<file path="src/verilog/calib_crc_pkg.sv">
// Constants, register map and types for the calibration and signature block
package calib_crc_pkg;

   ////////////////////////////////////////////////////////////////////////
   // Register byte offsets
   localparam logic [7:0] OFF_SIG_EXP     = 8'h00;
   localparam logic [7:0] OFF_CALIB_STS   = 8'h04;
   localparam logic [7:0] OFF_FAST_STS    = 8'h08;
   localparam logic [7:0] OFF_SIG_CALC    = 8'h0C;
   localparam logic [7:0] OFF_CONTROL     = 8'h10;
   localparam logic [7:0] OFF_EVENT       = 8'h14;
   localparam logic [7:0] OFF_EVENT_MASK  = 8'h18;

   ////////////////////////////////////////////////////////////////////////
   // Field positions
   localparam int CTL_SEL_LSB    = 0;
   localparam int CTL_ERR_MODE   = 2;
   localparam int CTL_TRIG       = 3;
   localparam int EVT_RELOAD     = 0;
   localparam int EVT_FAIL       = 1;
   localparam int EVT_DONE       = 2;
   localparam int EVT_W          = 3;
   localparam int UPPER_LSB      = 15;
   localparam int UPPER_W        = 17;
   localparam int LOWER_W        = 15;
   localparam int PHASE_W        = 21;
   localparam int DAC_W          = 8;
   localparam int FAST_BIT       = 0;

   ////////////////////////////////////////////////////////////////////////
   // Reset values
   localparam logic [31:0] RST_SIG_EXP  = 32'h0000_0000;
   localparam logic [31:0] RST_WORD     = 32'h0000_0000;
   localparam logic [1:0]  RST_SEL      = 2'h0;
   localparam logic [EVT_W-1:0] RST_EVT = 3'h0;

   ////////////////////////////////////////////////////////////////////////
   // Status select codes
   typedef enum logic [1:0]
   {
      SEL_LPF      = 2'h0,
      SEL_PHASE    = 2'h1,
      SEL_CAPTURED = 2'h2,
      SEL_ANALOG   = 2'h3
   } status_sel_t;

   ////////////////////////////////////////////////////////////////////////
   // Signature engine
   localparam int          CFG_WORDS = 16;
   localparam int          IDX_W     = 4;
   localparam logic [31:0] CRC_INIT  = 32'hFFFF_FFFF;
   localparam logic [31:0] CRC_POLY  = 32'hEDB8_8320;
   localparam logic [31:0] CRC_XOR   = 32'hFFFF_FFFF;
   localparam logic [IDX_W-1:0] IDX_LAST = 4'hF;

endpackage

</file>
<file path="src/verilog/crc_link_if.sv">
// Handshake between register slice and signature engine
interface crc_link_if;
   logic                               start;
   logic                               busy;
   logic                               done;
   logic [31:0]                        word;
   logic [calib_crc_pkg::IDX_W-1:0]    index;
   logic [31:0]                        result;

   modport engine (input start, input word,
                   output busy, output done, output index, output result);
   modport ctrl   (output start, output word,
                   input busy, input done, input index, input result);
endinterface

</file>
<file path="src/verilog/calib_crc_regs.sv">
// AHB-Lite register slice: calibration read-back and signature check
//
// Notes on behaviour
// - Upper status field chosen by status select
// - Select one: phase bits 20:15, rest zero
// - Select zero: signed filter value in low field
// - Low field: phase, DAC byte, slow value
// - Read returns previous snapshot, captures fresh one
// - Whole word from one snapshot
// - Bit zero flags accelerated calibration running
// - Flag low when done or divider reset
// - Expected signature register, read/write, resets zero
// - Computed signature readable separately
// - Mismatch sets reload or fail per mode
// - Manual trigger starts check unless busy, self-clears
//
// The AHB-Lite register port was left to the implementer.
module calib_crc_regs
(
   // AHB-Lite slave
   input  wire logic                     hclk,
   input  wire logic                     hresetn,
   input  wire logic                     hsel,
   input  wire logic [31:0]              haddr,
   input  wire logic [1:0]               htrans,
   input  wire logic                     hwrite,
   input  wire logic [2:0]               hsize,
   input  wire logic [31:0]              hwdata,
   input  wire logic                     hready,
   output logic                          hreadyout,
   output logic                          hresp,
   output logic [31:0]                   hrdata,
   // Calibrator status
   input  wire logic [16:0]              ring_osc_state_count,
   input  wire logic [20:0]              ring_osc_phase,
   input  wire logic [16:0]              ring_osc_captured,
   input  wire logic [16:0]              ring_osc_analog,
   input  wire logic [14:0]              lpf_value,
   input  wire logic [7:0]               dac_control,
   input  wire logic [14:0]              slow_calib_value,
   input  wire logic                     accel_calib_running,
   input  wire logic                     fod_in_reset,
   // Configuration store and automatic check
   input  wire logic [31:0]              cfg_word,
   input  wire logic                     auto_check_req,
   output logic [calib_crc_pkg::IDX_W-1:0] cfg_index,
   output logic                          check_busy,
   // Interrupt
   output logic                          irq
);

   crc_link_if link ();

   ////////////////////////////////////////////////////////////////////////
   // Register state
   logic [31:0]                          sig_exp;
   logic [31:0]                          calib_snap;
   logic                                 fast_flag;
   logic [1:0]                           status_sel;
   logic                                 err_mode;
   logic [calib_crc_pkg::EVT_W-1:0]      event_sts;
   logic [calib_crc_pkg::EVT_W-1:0]      event_mask;
   logic                                 start_q;
   logic                                 wr_pend;
   logic [7:0]                           wr_addr;

   ////////////////////////////////////////////////////////////////////////
   // Bus decode
   wire        addr_phase  = hsel & htrans[1] & hready;
   wire        rd_take     = addr_phase & ~hwrite;
   wire        wr_take     = addr_phase & hwrite;
   wire [7:0]  rd_off      = {haddr[7:2], 2'b00};
   wire        in_range    = (haddr[31:8] == 24'h00_0000);
   wire        rd_calib    = rd_take & in_range &
                             (rd_off == calib_crc_pkg::OFF_CALIB_STS);
   wire        wr_sig      = wr_pend &
                             (wr_addr == calib_crc_pkg::OFF_SIG_EXP);
   wire        wr_ctl      = wr_pend &
                             (wr_addr == calib_crc_pkg::OFF_CONTROL);
   wire        wr_evt      = wr_pend &
                             (wr_addr == calib_crc_pkg::OFF_EVENT);
   wire        wr_mask     = wr_pend &
                             (wr_addr == calib_crc_pkg::OFF_EVENT_MASK);

   ////////////////////////////////////////////////////////////////////////
   // Fresh calibration status
   logic [16:0] upper_sel;
   logic [14:0] lower_sel;

   always_comb
   begin
      upper_sel = '0;
      lower_sel = '0;
      case (calib_crc_pkg::status_sel_t'(status_sel))
         calib_crc_pkg::SEL_LPF:
         begin
            upper_sel = ring_osc_state_count;
            lower_sel = lpf_value;
         end
         calib_crc_pkg::SEL_PHASE:
         begin
            upper_sel = {11'h000, ring_osc_phase[20:15]};
            lower_sel = ring_osc_phase[14:0];
         end
         calib_crc_pkg::SEL_CAPTURED:
         begin
            upper_sel = ring_osc_captured;
            lower_sel = {7'h00, dac_control};
         end
         calib_crc_pkg::SEL_ANALOG:
         begin
            upper_sel = ring_osc_analog;
            lower_sel = slow_calib_value;
         end
         default:
         begin
            upper_sel = '0;
            lower_sel = '0;
         end
      endcase
   end

   wire [31:0] calib_fresh = {upper_sel, lower_sel};

   ////////////////////////////////////////////////////////////////////////
   // Read data selection
   wire [31:0] ctl_word  = {28'h000_0000, 1'b0, err_mode, status_sel};
   wire [31:0] evt_word  = {29'h0000_0000, event_sts};
   wire [31:0] mask_word = {29'h0000_0000, event_mask};
   wire [31:0] fast_word = {31'h0000_0000, fast_flag};
   logic [31:0] rd_mux;

   always_comb
   begin
      rd_mux = '0;
      if (in_range)
      begin
         case (rd_off)
            calib_crc_pkg::OFF_SIG_EXP:    rd_mux = sig_exp;
            calib_crc_pkg::OFF_CALIB_STS:  rd_mux = calib_snap;
            calib_crc_pkg::OFF_FAST_STS:   rd_mux = fast_word;
            calib_crc_pkg::OFF_SIG_CALC:   rd_mux = link.result;
            calib_crc_pkg::OFF_CONTROL:    rd_mux = ctl_word;
            calib_crc_pkg::OFF_EVENT:      rd_mux = evt_word;
            calib_crc_pkg::OFF_EVENT_MASK: rd_mux = mask_word;
            default:                       rd_mux = '0;
         endcase
      end
   end

   ////////////////////////////////////////////////////////////////////////
   // Bus response and read data
   always_ff @(posedge hclk or negedge hresetn)
   begin
      if (!hresetn)
      begin
         hreadyout <= 1'b0;
         hresp     <= 1'b0;
         hrdata    <= calib_crc_pkg::RST_WORD;
      end
      else
      begin
         hreadyout <= 1'b1;
         hresp     <= 1'b0;
         if (rd_take)
         begin
            hrdata <= rd_mux;
         end
      end
   end

   ////////////////////////////////////////////////////////////////////////
   // Write address capture
   always_ff @(posedge hclk or negedge hresetn)
   begin
      if (!hresetn)
      begin
         wr_pend <= 1'b0;
         wr_addr <= 8'h00;
      end
      else
      begin
         wr_pend <= wr_take & in_range;
         wr_addr <= {haddr[7:2], 2'b00};
      end
   end

   ////////////////////////////////////////////////////////////////////////
   // Status snapshot, one word wide so all bytes agree
   always_ff @(posedge hclk or negedge hresetn)
   begin
      if (!hresetn)
      begin
         calib_snap <= calib_crc_pkg::RST_WORD;
      end
      else if (rd_calib)
      begin
         calib_snap <= calib_fresh;
      end
   end

   ////////////////////////////////////////////////////////////////////////
   // Accelerated calibration flag
   always_ff @(posedge hclk or negedge hresetn)
   begin
      if (!hresetn)
      begin
         fast_flag <= 1'b0;
      end
      else
      begin
         fast_flag <= accel_calib_running & ~fod_in_reset;
      end
   end

   ////////////////////////////////////////////////////////////////////////
   // Expected signature and control
   always_ff @(posedge hclk or negedge hresetn)
   begin
      if (!hresetn)
      begin
         sig_exp    <= calib_crc_pkg::RST_SIG_EXP;
         status_sel <= calib_crc_pkg::RST_SEL;
         err_mode   <= 1'b0;
         event_mask <= calib_crc_pkg::RST_EVT;
      end
      else
      begin
         if (wr_sig)
         begin
            sig_exp <= hwdata;
         end
         if (wr_ctl)
         begin
            status_sel <= hwdata[calib_crc_pkg::CTL_SEL_LSB +: 2];
            err_mode   <= hwdata[calib_crc_pkg::CTL_ERR_MODE];
         end
         if (wr_mask)
         begin
            event_mask <= hwdata[calib_crc_pkg::EVT_W-1:0];
         end
      end
   end

   ////////////////////////////////////////////////////////////////////////
   // Check start: manual trigger is a write-only pulse
   // Requests during a pass are dropped
   wire manual_trig = wr_ctl & hwdata[calib_crc_pkg::CTL_TRIG];
   wire next_start  = (manual_trig | auto_check_req) &
                      ~link.busy & ~start_q;

   always_ff @(posedge hclk or negedge hresetn)
   begin
      if (!hresetn)
      begin
         start_q <= 1'b0;
      end
      else
      begin
         start_q <= next_start;
      end
   end

   assign link.start = start_q;
   assign link.word  = cfg_word;

   ////////////////////////////////////////////////////////////////////////
   // Events: hardware set wins over write-one clear
   wire mismatch = link.done & (link.result != sig_exp);
   logic [calib_crc_pkg::EVT_W-1:0] evt_set;

   always_comb
   begin
      evt_set = '0;
      evt_set[calib_crc_pkg::EVT_RELOAD] = mismatch & ~err_mode;
      evt_set[calib_crc_pkg::EVT_FAIL]   = mismatch & err_mode;
      evt_set[calib_crc_pkg::EVT_DONE]   = link.done;
   end

   wire [calib_crc_pkg::EVT_W-1:0] evt_clr =
      wr_evt ? hwdata[calib_crc_pkg::EVT_W-1:0] : '0;

   genvar g;
   generate
      for (g = 0; g < calib_crc_pkg::EVT_W; g++)
      begin : g_evt
         always_ff @(posedge hclk or negedge hresetn)
         begin
            if (!hresetn)
            begin
               event_sts[g] <= 1'b0;
            end
            else
            begin
               event_sts[g] <= evt_set[g] | (event_sts[g] & ~evt_clr[g]);
            end
         end
      end
   endgenerate

   ////////////////////////////////////////////////////////////////////////
   // Outputs
   // Interrupt from registered status only
   wire next_irq = |(event_sts & event_mask);

   always_ff @(posedge hclk or negedge hresetn)
   begin
      if (!hresetn)
      begin
         irq <= 1'b0;
      end
      else
      begin
         irq <= next_irq;
      end
   end

   // Busy from start pulse to end of pass
   always_ff @(posedge hclk or negedge hresetn)
   begin
      if (!hresetn)
      begin
         check_busy <= 1'b0;
      end
      else
      begin
         check_busy <= link.busy | start_q;
      end
   end

   assign cfg_index = link.index;

   ////////////////////////////////////////////////////////////////////////
   // Signature engine
   config_crc_engine u_crc
   (
      .hclk    (hclk),
      .hresetn (hresetn),
      .link    (link.engine)
   );

endmodule

</file>
<file path="src/verilog/config_crc_engine.sv">
// CRC-32 pass over the configuration words, one word a cycle
module config_crc_engine
(
   // Clock and reset
   input  wire logic   hclk,
   input  wire logic   hresetn,
   // Link to register slice
   crc_link_if.engine  link
);

   typedef enum logic [0:0]
   {
      ST_IDLE = 1'b0,
      ST_RUN  = 1'b1
   } crc_state_t;

   crc_state_t    state;
   logic [31:0]   crc;
   wire  [31:0]   next_crc;
   wire           last_word;

   ////////////////////////////////////////////////////////////////////////
   // Bit-serial reflected CRC-32 over one word, low bit first
   function automatic logic [31:0] crc_word(input logic [31:0] c,
                                            input logic [31:0] w);
      logic [31:0] r;
      r = c ^ w;
      for (int i = 0; i < 32; i++)
      begin
         r = r[0] ? ((r >> 1) ^ calib_crc_pkg::CRC_POLY) : (r >> 1);
      end
      return r;
   endfunction

   assign next_crc  = crc_word(crc, link.word);
   assign last_word = (link.index == calib_crc_pkg::IDX_LAST);

   ////////////////////////////////////////////////////////////////////////
   // Sequencer
   always_ff @(posedge hclk or negedge hresetn)
   begin
      if (!hresetn)
      begin
         state       <= ST_IDLE;
         crc         <= calib_crc_pkg::CRC_INIT;
         link.index  <= '0;
         link.busy   <= 1'b0;
         link.done   <= 1'b0;
         link.result <= calib_crc_pkg::RST_WORD;
      end
      else
      begin
         link.done <= 1'b0;
         case (state)
            ST_IDLE:
            begin
               if (link.start)
               begin
                  state      <= ST_RUN;
                  crc        <= calib_crc_pkg::CRC_INIT;
                  link.index <= '0;
                  link.busy  <= 1'b1;
               end
            end
            ST_RUN:
            begin
               crc <= next_crc;
               if (last_word)
               begin
                  state       <= ST_IDLE;
                  link.busy   <= 1'b0;
                  link.done   <= 1'b1;
                  link.result <= next_crc ^ calib_crc_pkg::CRC_XOR;
               end
               else
               begin
                  link.index <= link.index + 1'b1;
               end
            end
            default:
            begin
               state     <= ST_IDLE;
               link.busy <= 1'b0;
            end
         endcase
      end
   end

endmodule

</file>
<file path="config.mk">
export PLATFORM = sky130hd
export DESIGN_NAME = calib_crc_regs
export DESIGN_NICKNAME = d
export VERILOG_FILES = /design/src/verilog/calib_crc_pkg.sv /design/src/verilog/crc_link_if.sv /design/src/verilog/calib_crc_regs.sv /design/src/verilog/config_crc_engine.sv
export SDC_FILE = /design/constraint.sdc
export NUM_CORES = 1
export LEC_CHECK = 0
export ABC_AREA = 0
export BUFFER_PORTS_ARGS = -buffer_cell sky130_fd_sc_hd__buf_2
export CELL_PAD_IN_SITES_DETAIL_PLACEMENT = 1
export CELL_PAD_IN_SITES_GLOBAL_PLACEMENT = 1
export CORE_AREA = 2 2 169 171
export DETAILED_ROUTE_END_ITERATION = 8
export DIE_AREA = 0 0 171 173
export GPL_TIMING_DRIVEN = 0
export HOLD_SLACK_MARGIN = 0.02
export PLACE_DENSITY = 0.84
export SLEW_MARGIN = 20
export SYNTH_ARGS = -nofsm -noshare
export SYNTH_HDL_FRONTEND = slang
export SYNTH_HIERARCHICAL = 1
export SYNTH_SLANG_ARGS = --single-unit
</file>
<file path="constraint.sdc">
create_clock -name hclk -period 4.64 [get_ports hclk]
set_input_delay 0.232 -clock hclk [delete_from_list [all_inputs] [get_ports hclk]]
set_output_delay 0.232 -clock hclk [all_outputs]
set_load 0.05 [all_outputs]
</file>
==> results.toml, run 1 <==
[outcome]
run_status = "complete, no violations"

[final_layout]
layout.nets = 1554
finish.utilization_pct = 53.1
antenna_cells_inserted = 0
fillCellCount = 3069
mostFrequentLayoutCell = "sky130_fd_sc_hd__buf_2"
syn_to_final_growth_pct = 22.0
highest_count_cells_in_the_layout_ignoring_fill_and_taps = "sky130_fd_sc_hd__buf_2, sky130_fd_sc_hd__xnor2_1, sky130_fd_sc_hd__dfrtp_1"
share_of_layout_cells_above_drive_strength_1_pct = 33.2

[synth]
yosys.area_share.simple_pct = 7.49
compound_cell_area_share_of_the_yosys_netlist_pct = 7.43
synth.yosys.seq_area_share_pct = 39.4
synth_top_family_by_area = "XOR/XNOR gates"
syn_nets = 1265
postSynthRegisterBits = 188
cells_after_synth = 1045
yosys.area_share.adder_pct = 0.104
postSynth.asyncResetShare_pct = 100
ys_warn_count = 6
synth-edff-count = 0
post_synth_mux_area_share_pct = 14.6
postSynth.topFlopCell = "sky130_fd_sc_hd__dfrtp_1"
mappedNetlistArea_um2 = 12000
synth_xor_xnor_area_share_pct = 28.8
synthDistinctLibCells = 61
syn_avg_cell_area_um2 = 11.5

[routing]
route.detailed.drc = 0
drt-initial-drc-count = 565
dr_vias_cell = 5.46
dr.pass1.iters = 5
wire_per_inst_um = 24.0
vias = 9417
detail-route-antenna-nets = 0
drt_wl_total_mm = 41.5

[timing]
unrepaired_setup_endpoints_after_global_routing = "true"
layout_worst_path_cycle_share_pct = 98.8
finalMaxSlewViolations = 0
final_period_minus_worst_setup_slack_ns = 4.58
timing.final.hold_violations = 0
slew-limit-headroom_pct = 33.0
holdWs_ns = 0.0215
max_slew.worst_pin.slew_ns = 1.01
timing.fmax_mhz = 218
setup-violations-final = 0
fin_worst_skew_ns = 0.0166

[grt]
grt.overflow.total = 0
wire_length_of_the_first_global_routing_pass_mm = 61.6
antenna_found_initial = 0
groute.usage.overall_pct = 28.0
first_global_vias = 10200
pin_count_of_the_biggest_net_entering_global_routing = 102

[cts]
clk_root_buffer_cell = "sky130_fd_sc_hd__clkbuf_16"
clock_pin_slew_reported_for_the_worst_setup_and_hold_paths_after_clock_tree_synthesis_ns = 0.09
max-clock-path-buffers = 2
count_of_clock_tree_sinks = 188
clock_latency_ns = 0.45
cts_tree = "built"
h_tree_lvl_count = 4
cts_inserted_buffers = 17

[placed_design]
place.port_buffers = 251
detailedPlacementHpwl_mm = 32.2
gp_congestion = 0.936

[die]
floorplan.initialDensity_pct = 43.6
die_y_um = 173
die_area_um2 = 29600
fp.coreArea_um2 = 27600
fp.dieW_um = 171
ioPinCount = 259
row_count = 61

[setup_path]
timing_worst_setup_path_type = "reg2reg"
critical_path.startpoint_type = "register"
worst_path_max_delay_cell = "sky130_fd_sc_hd__xor3_1"
worst_path_largest_cell_delay_ns = 0.73
worst_setup_path_end_kind = "register"
worst-endpoint-arrival_ns = 4.96
cp_cell_sequence = "xor2_2 -> xnor3_1 -> xnor3_1 -> xnor2_1 -> xor3_1 -> xnor3_1 -> xnor2_1 -> xnor2_1 -> a2bb2oi_1"
worstPathMaxFanout = 7
worst_ep_required_time_ns = 5.02
path_delay_family = "XOR/XNOR gates"
crit_buf_inv = 0

[job]
cap_violations = 0

[worst_hold_path]
worstHoldPathType = "in2reg"
cells by family (layout without fill, tap and decap cells):
kind of cell               count (synthesis)  count (layout)
AOI/OAI and AO/OA                        149             149
xor gates and xnor gates                 299             299
adders and majority gates                  1               1
buffers and inverters                     58             360
DFF                                      188             188
muxes                                    145             145
other                                      2               2
and+or+nand+nor                          203             203
path summary, 6_finish.rpt:
path / from / endpoint / slack (ns) / cells past startpoint
max: u_crc/crc[8] / u_crc/crc[19] / 0.06 / 9
min: accel_calib_running / fast_flag / 0.02 / 2
max reg2reg: u_crc/crc[8] / u_crc/crc[19] / 0.06 / 9
min reg2reg: hrdata[4] / hrdata[4] / 0.49 / 2
max in group asynchronous: hresetn / u_crc/crc[5] / 3.32 / 3
min in group asynchronous: hresetn / wr_addr[6] / 0.36 / 2
per-stage QoR:
step / cell area (µm²) / TNS, ns / instances / setup WS, ns
after global placement: 13800 / -0.356 / 1674 / -0.102
after global routing: 14700 / -0.123 / 1725 / -0.0513
after detailed placement: 13800 / -0.945 / 1675 / -0.174
after floorplan: 12000 / 0 / 1045 / 0.605
after CTS: 14600 / 0 / 1723 / 0.0429
final: 14700 / 0 / 1725 / 0.0564
final cells by class:
type,count,area [µm²],share of cell area [%]
plain buffers,52,225,1.53
clock buffers,17,425,2.90
clock inverters,15,186,1.27
inverters,6,22.5,0.153
multi-input cells,799,7130,48.6
flip-flops and latches,188,4740,32.3
well taps,378,473,3.22
repair buffers,270,1470,10.0
metal layers:
metal | up-vias | GRT usage (%) | part of all wire, %
met5 | - | 0 | 0
met4 | 0 | 6.99 | 2.1
met3 | 54 | 5.01 | 5.0
met2 | 299 | 50.1 | 52
met1 | 4864 | 34.6 | 41
li1 | 4200 | - | -
synth_stat cells (4+ instances only):
master                      count  area [µm²]
sky130_fd_sc_hd__nor4_1         9        56.3
sky130_fd_sc_hd__nand4_1       11        68.8
sky130_fd_sc_hd__a22o_1        13         114
sky130_fd_sc_hd__xnor2_1      186        1630
sky130_fd_sc_hd__mux2i_1       42         420
sky130_fd_sc_hd__nor3_1        18        90.1
sky130_fd_sc_hd__buf_1          9        33.8
sky130_fd_sc_hd__dfstp_2       32         841
sky130_fd_sc_hd__o21ai_0       60         300
sky130_fd_sc_hd__clkbuf_1      36         135
sky130_fd_sc_hd__nor2_1        60         225
sky130_fd_sc_hd__mux4_2        15         338
sky130_fd_sc_hd__xnor2_4        4         110
sky130_fd_sc_hd__dfrtp_1      156        3900
sky130_fd_sc_hd__mux2_2        71         800
sky130_fd_sc_hd__xor2_1        51         447
sky130_fd_sc_hd__xnor3_1       35         788
sky130_fd_sc_hd__inv_1          4        15.0
sky130_fd_sc_hd__xnor2_2        6        97.6
sky130_fd_sc_hd__mux2_1        15         169
sky130_fd_sc_hd__a2bb2oi_1     15         131
sky130_fd_sc_hd__nand2_1       89         334
sky130_fd_sc_hd__xnor3_2        9         214
sky130_fd_sc_hd__a21oi_1       47         235
flip-flops by register name (all words and copies together) (netlist names), 4 cells and up:
signal,flops
u_crc/link.index,4
calib_snap,32
hrdata,32
wr_addr,6
sig_exp,32
u_crc/link.result,32
u_crc/crc,32
timing repair:
action | CTS | global route
hold buffers | 16 | 2
endpoints found under the setup margin | 12 | 7
resized for setup | 5 | 5
endpoints found under the hold margin | 84 | 2
buffers inserted | 0 | 0
Power of run 1 is not shown: default switching activity piles up to over one toggle a cycle in this logic, so the estimate is an artifact.
==> run 2, diff against run 1 <==
--- a/config.mk
+++ b/config.mk
@@ -9,13 +9,13 @@
 export BUFFER_PORTS_ARGS = -buffer_cell sky130_fd_sc_hd__buf_2
 export CELL_PAD_IN_SITES_DETAIL_PLACEMENT = 1
 export CELL_PAD_IN_SITES_GLOBAL_PLACEMENT = 1
-export CORE_AREA = 2 2 169 171
+export CORE_AREA = 2 2 201 144
 export DETAILED_ROUTE_END_ITERATION = 8
-export DIE_AREA = 0 0 171 173
+export DIE_AREA = 0 0 203 146
 export GPL_TIMING_DRIVEN = 0
 export HOLD_SLACK_MARGIN = 0.02
 export PLACE_DENSITY = 0.84
-export SLEW_MARGIN = 20
+export SETUP_SLACK_MARGIN = 0.2
 export SYNTH_ARGS = -nofsm -noshare
 export SYNTH_HDL_FRONTEND = slang
 export SYNTH_HIERARCHICAL = 1
==> results.toml, run 2 (same netlist as run 1, synthesis figures left out) <==
[outcome]
run_status = "complete, no violations"

[timing]
max_slew.worst_pin.slew_ns = 1.08
fin_worst_skew_ns = 0.00997
final_period_minus_worst_setup_slack_ns = 4.39
setup-violations-final = 0
finalMaxSlewViolations = 0
slew-limit-headroom_pct = 27.9
layout_worst_path_cycle_share_pct = 94.7
timing.fmax_mhz = 228
unrepaired_setup_endpoints_after_global_routing = "false"
timing.final.hold_violations = 0

[setup_path]
worst_path_max_delay_cell = "sky130_fd_sc_hd__xor3_2"
r2r_setup_slack_ns = 0.25
timing_worst_setup_path_type = "reg2reg"
r2r_cells = 8
worst_path_largest_cell_delay_ns = 0.59
timing.rr.end = "u_crc/link.result[20]"
worst_setup_path_end_kind = "register"
worstPathMaxFanout = 7
path_common_cell = "sky130_fd_sc_hd__xnor3_1"
worst-endpoint-arrival_ns = 4.74
worst_ep_required_time_ns = 4.99
critical_path.startpoint_type = "register"
cp_cell_sequence = "xor2_2 -> xnor3_1 -> xnor3_1 -> xnor2_2 -> xnor3_1 -> xor3_2 -> xnor3_1 -> mux2_4"
timing.rr.start = "u_crc/crc[8]"

[routing]
drt-initial-drc-count = 749
dr.pass1.iters = 5
dr_vias_cell = 5.61
vias = 9730
wire_per_inst_um = 25.4
route.detailed.drc = 0
detail-route-antenna-nets = 0
drt_wl_total_mm = 44.0

[grt]
wire_length_of_the_first_global_routing_pass_mm = 65.5
pin_count_of_the_biggest_net_entering_global_routing = 120
first_global_vias = 10600
grt.overflow.total = 0
groute.usage.overall_pct = 30.1
antenna_found_initial = 1

[final_layout]
multi_input_area_um2 = 7240
finish.utilization_pct = 54.2
mostFrequentLayoutCell = "sky130_fd_sc_hd__buf_2"
layout.nets = 1568
share_of_layout_cells_above_drive_strength_1_pct = 34.3
highest_count_cells_in_the_layout_ignoring_fill_and_taps = "sky130_fd_sc_hd__buf_2, sky130_fd_sc_hd__xnor2_1, sky130_fd_sc_hd__dfrtp_1"
fillCellCount = 2990
syn_to_final_growth_pct = 23.9
final-seq-area_um2 = 4740

[cts]
max-clock-path-buffers = 2
cts_inserted_buffers = 17
clock_pin_slew_reported_for_the_worst_setup_and_hold_paths_after_clock_tree_synthesis_ns = 0.08
cts_tree = "built"
count_of_clock_tree_sinks = 188
clock_latency_ns = 0.46
clk_root_buffer_cell = "sky130_fd_sc_hd__clkbuf_16"
h_tree_lvl_count = 4

[die]
die_y_um = 146
row_count = 51
fp.coreArea_um2 = 27500
floorplan.initialDensity_pct = 43.8
fp.dieW_um = 203
die_area_um2 = 29600
ioPinCount = 259

[placed_design]
detailedPlacementHpwl_mm = 33.5
place.port_buffers = 251
gp_congestion = 0.929

[worst_hold_path]
worst_hold_path.endpoint = "sig_exp[29]"
worstHoldStart = "hwdata[29]"
worst_hold_path.num_cells = 2
worstHoldPathType = "in2reg"

[job]
cap_violations = 0
==> run 2: changes by cell type in the layout (fill, tap and decap cells not counted), sizes merged <==
| cell | previous run | this run |
|---|---|---|
| clkinv | 6 | 4 |
| inv | 13 | 8 |
| buf | 268 | 274 |
| clkbuf | 53 | 56 |
| dlygate4sd3 | 18 | 26 |
| clkinvlp | 2 | 3 |
| diode | 0 | 1 |
| bufinv | 0 | 3 |
==> run 2: area by class of cell <==
cell class / instances / area share, %
antenna: 1 / 0.0168
buffer: 52 / 1.51
timing repair buffer: 284 / 10.7
inverter: 6 / 0.151
sequential: 188 / 31.8
clock inverter: 12 / 1.08
tap: 371 / 3.11
clock buffer: 20 / 3.06
multi-input combinational: 799 / 48.5
==> run 2: how the worst max path moves through the flow <==
stage,start,end,slack [ns],depth (start not counted)
final,u_crc/crc[8],u_crc/link.result[20],0.25,8
after global routing,u_crc/crc[8],u_crc/link.result[20],0.15,8
after detailed placement,u_crc/crc[3],u_crc/link.result[20],-0.29,9
after floorplan,u_crc/crc[2],u_crc/link.result[20],0.60,9
after global placement,u_crc/crc[3],u_crc/link.result[20],-0.28,9
after CTS,u_crc/crc[8],u_crc/link.result[20],0.18,8
==> run 2: stage by stage <==
stage | area (µm²) | instances | worst slack (ns) | setup TNS (ns) | hold WS (ns)
after global routing | 14900 | 1733 | 0.153 | 0 | 0.0215
after detailed placement | 13800 | 1668 | -0.286 | -0.728 | 0.232
after global placement | 13800 | 1667 | -0.276 | -0.664 | 0.356
after floorplan | 12000 | 1045 | 0.605 | 0 | -0.0636
after CTS | 14800 | 1726 | 0.180 | 0 | 0.0206
final | 14900 | 1733 | 0.247 | 0 | 0.0225
==> run 2: timing repair <==
action,CTS,global route
setup endpoints to repair,32,14
endpoints found under the hold margin,77,1
gates resized for setup,15,11
buffers inserted,1,5
hold buffers,25,1
pin swaps,4,4
==> run 2: routing by layer <==
layer | track usage, % | wire length [µm]
met3 | 9.65 | 3930
met1 | 42.0 | 19600
met4 | 9.05 | 1010
met2 | 44.7 | 19500
met5 | 0 | 0
==> run 2: critical path: cells and delay by family, from the launching register on <==
family / cells / cell delay (ns)
xor gates and xnor gates: 7 / 3.43
DFF: 1 / 0.57
muxes: 1 / 0.29
Power of run 2 is left out for the same reason.
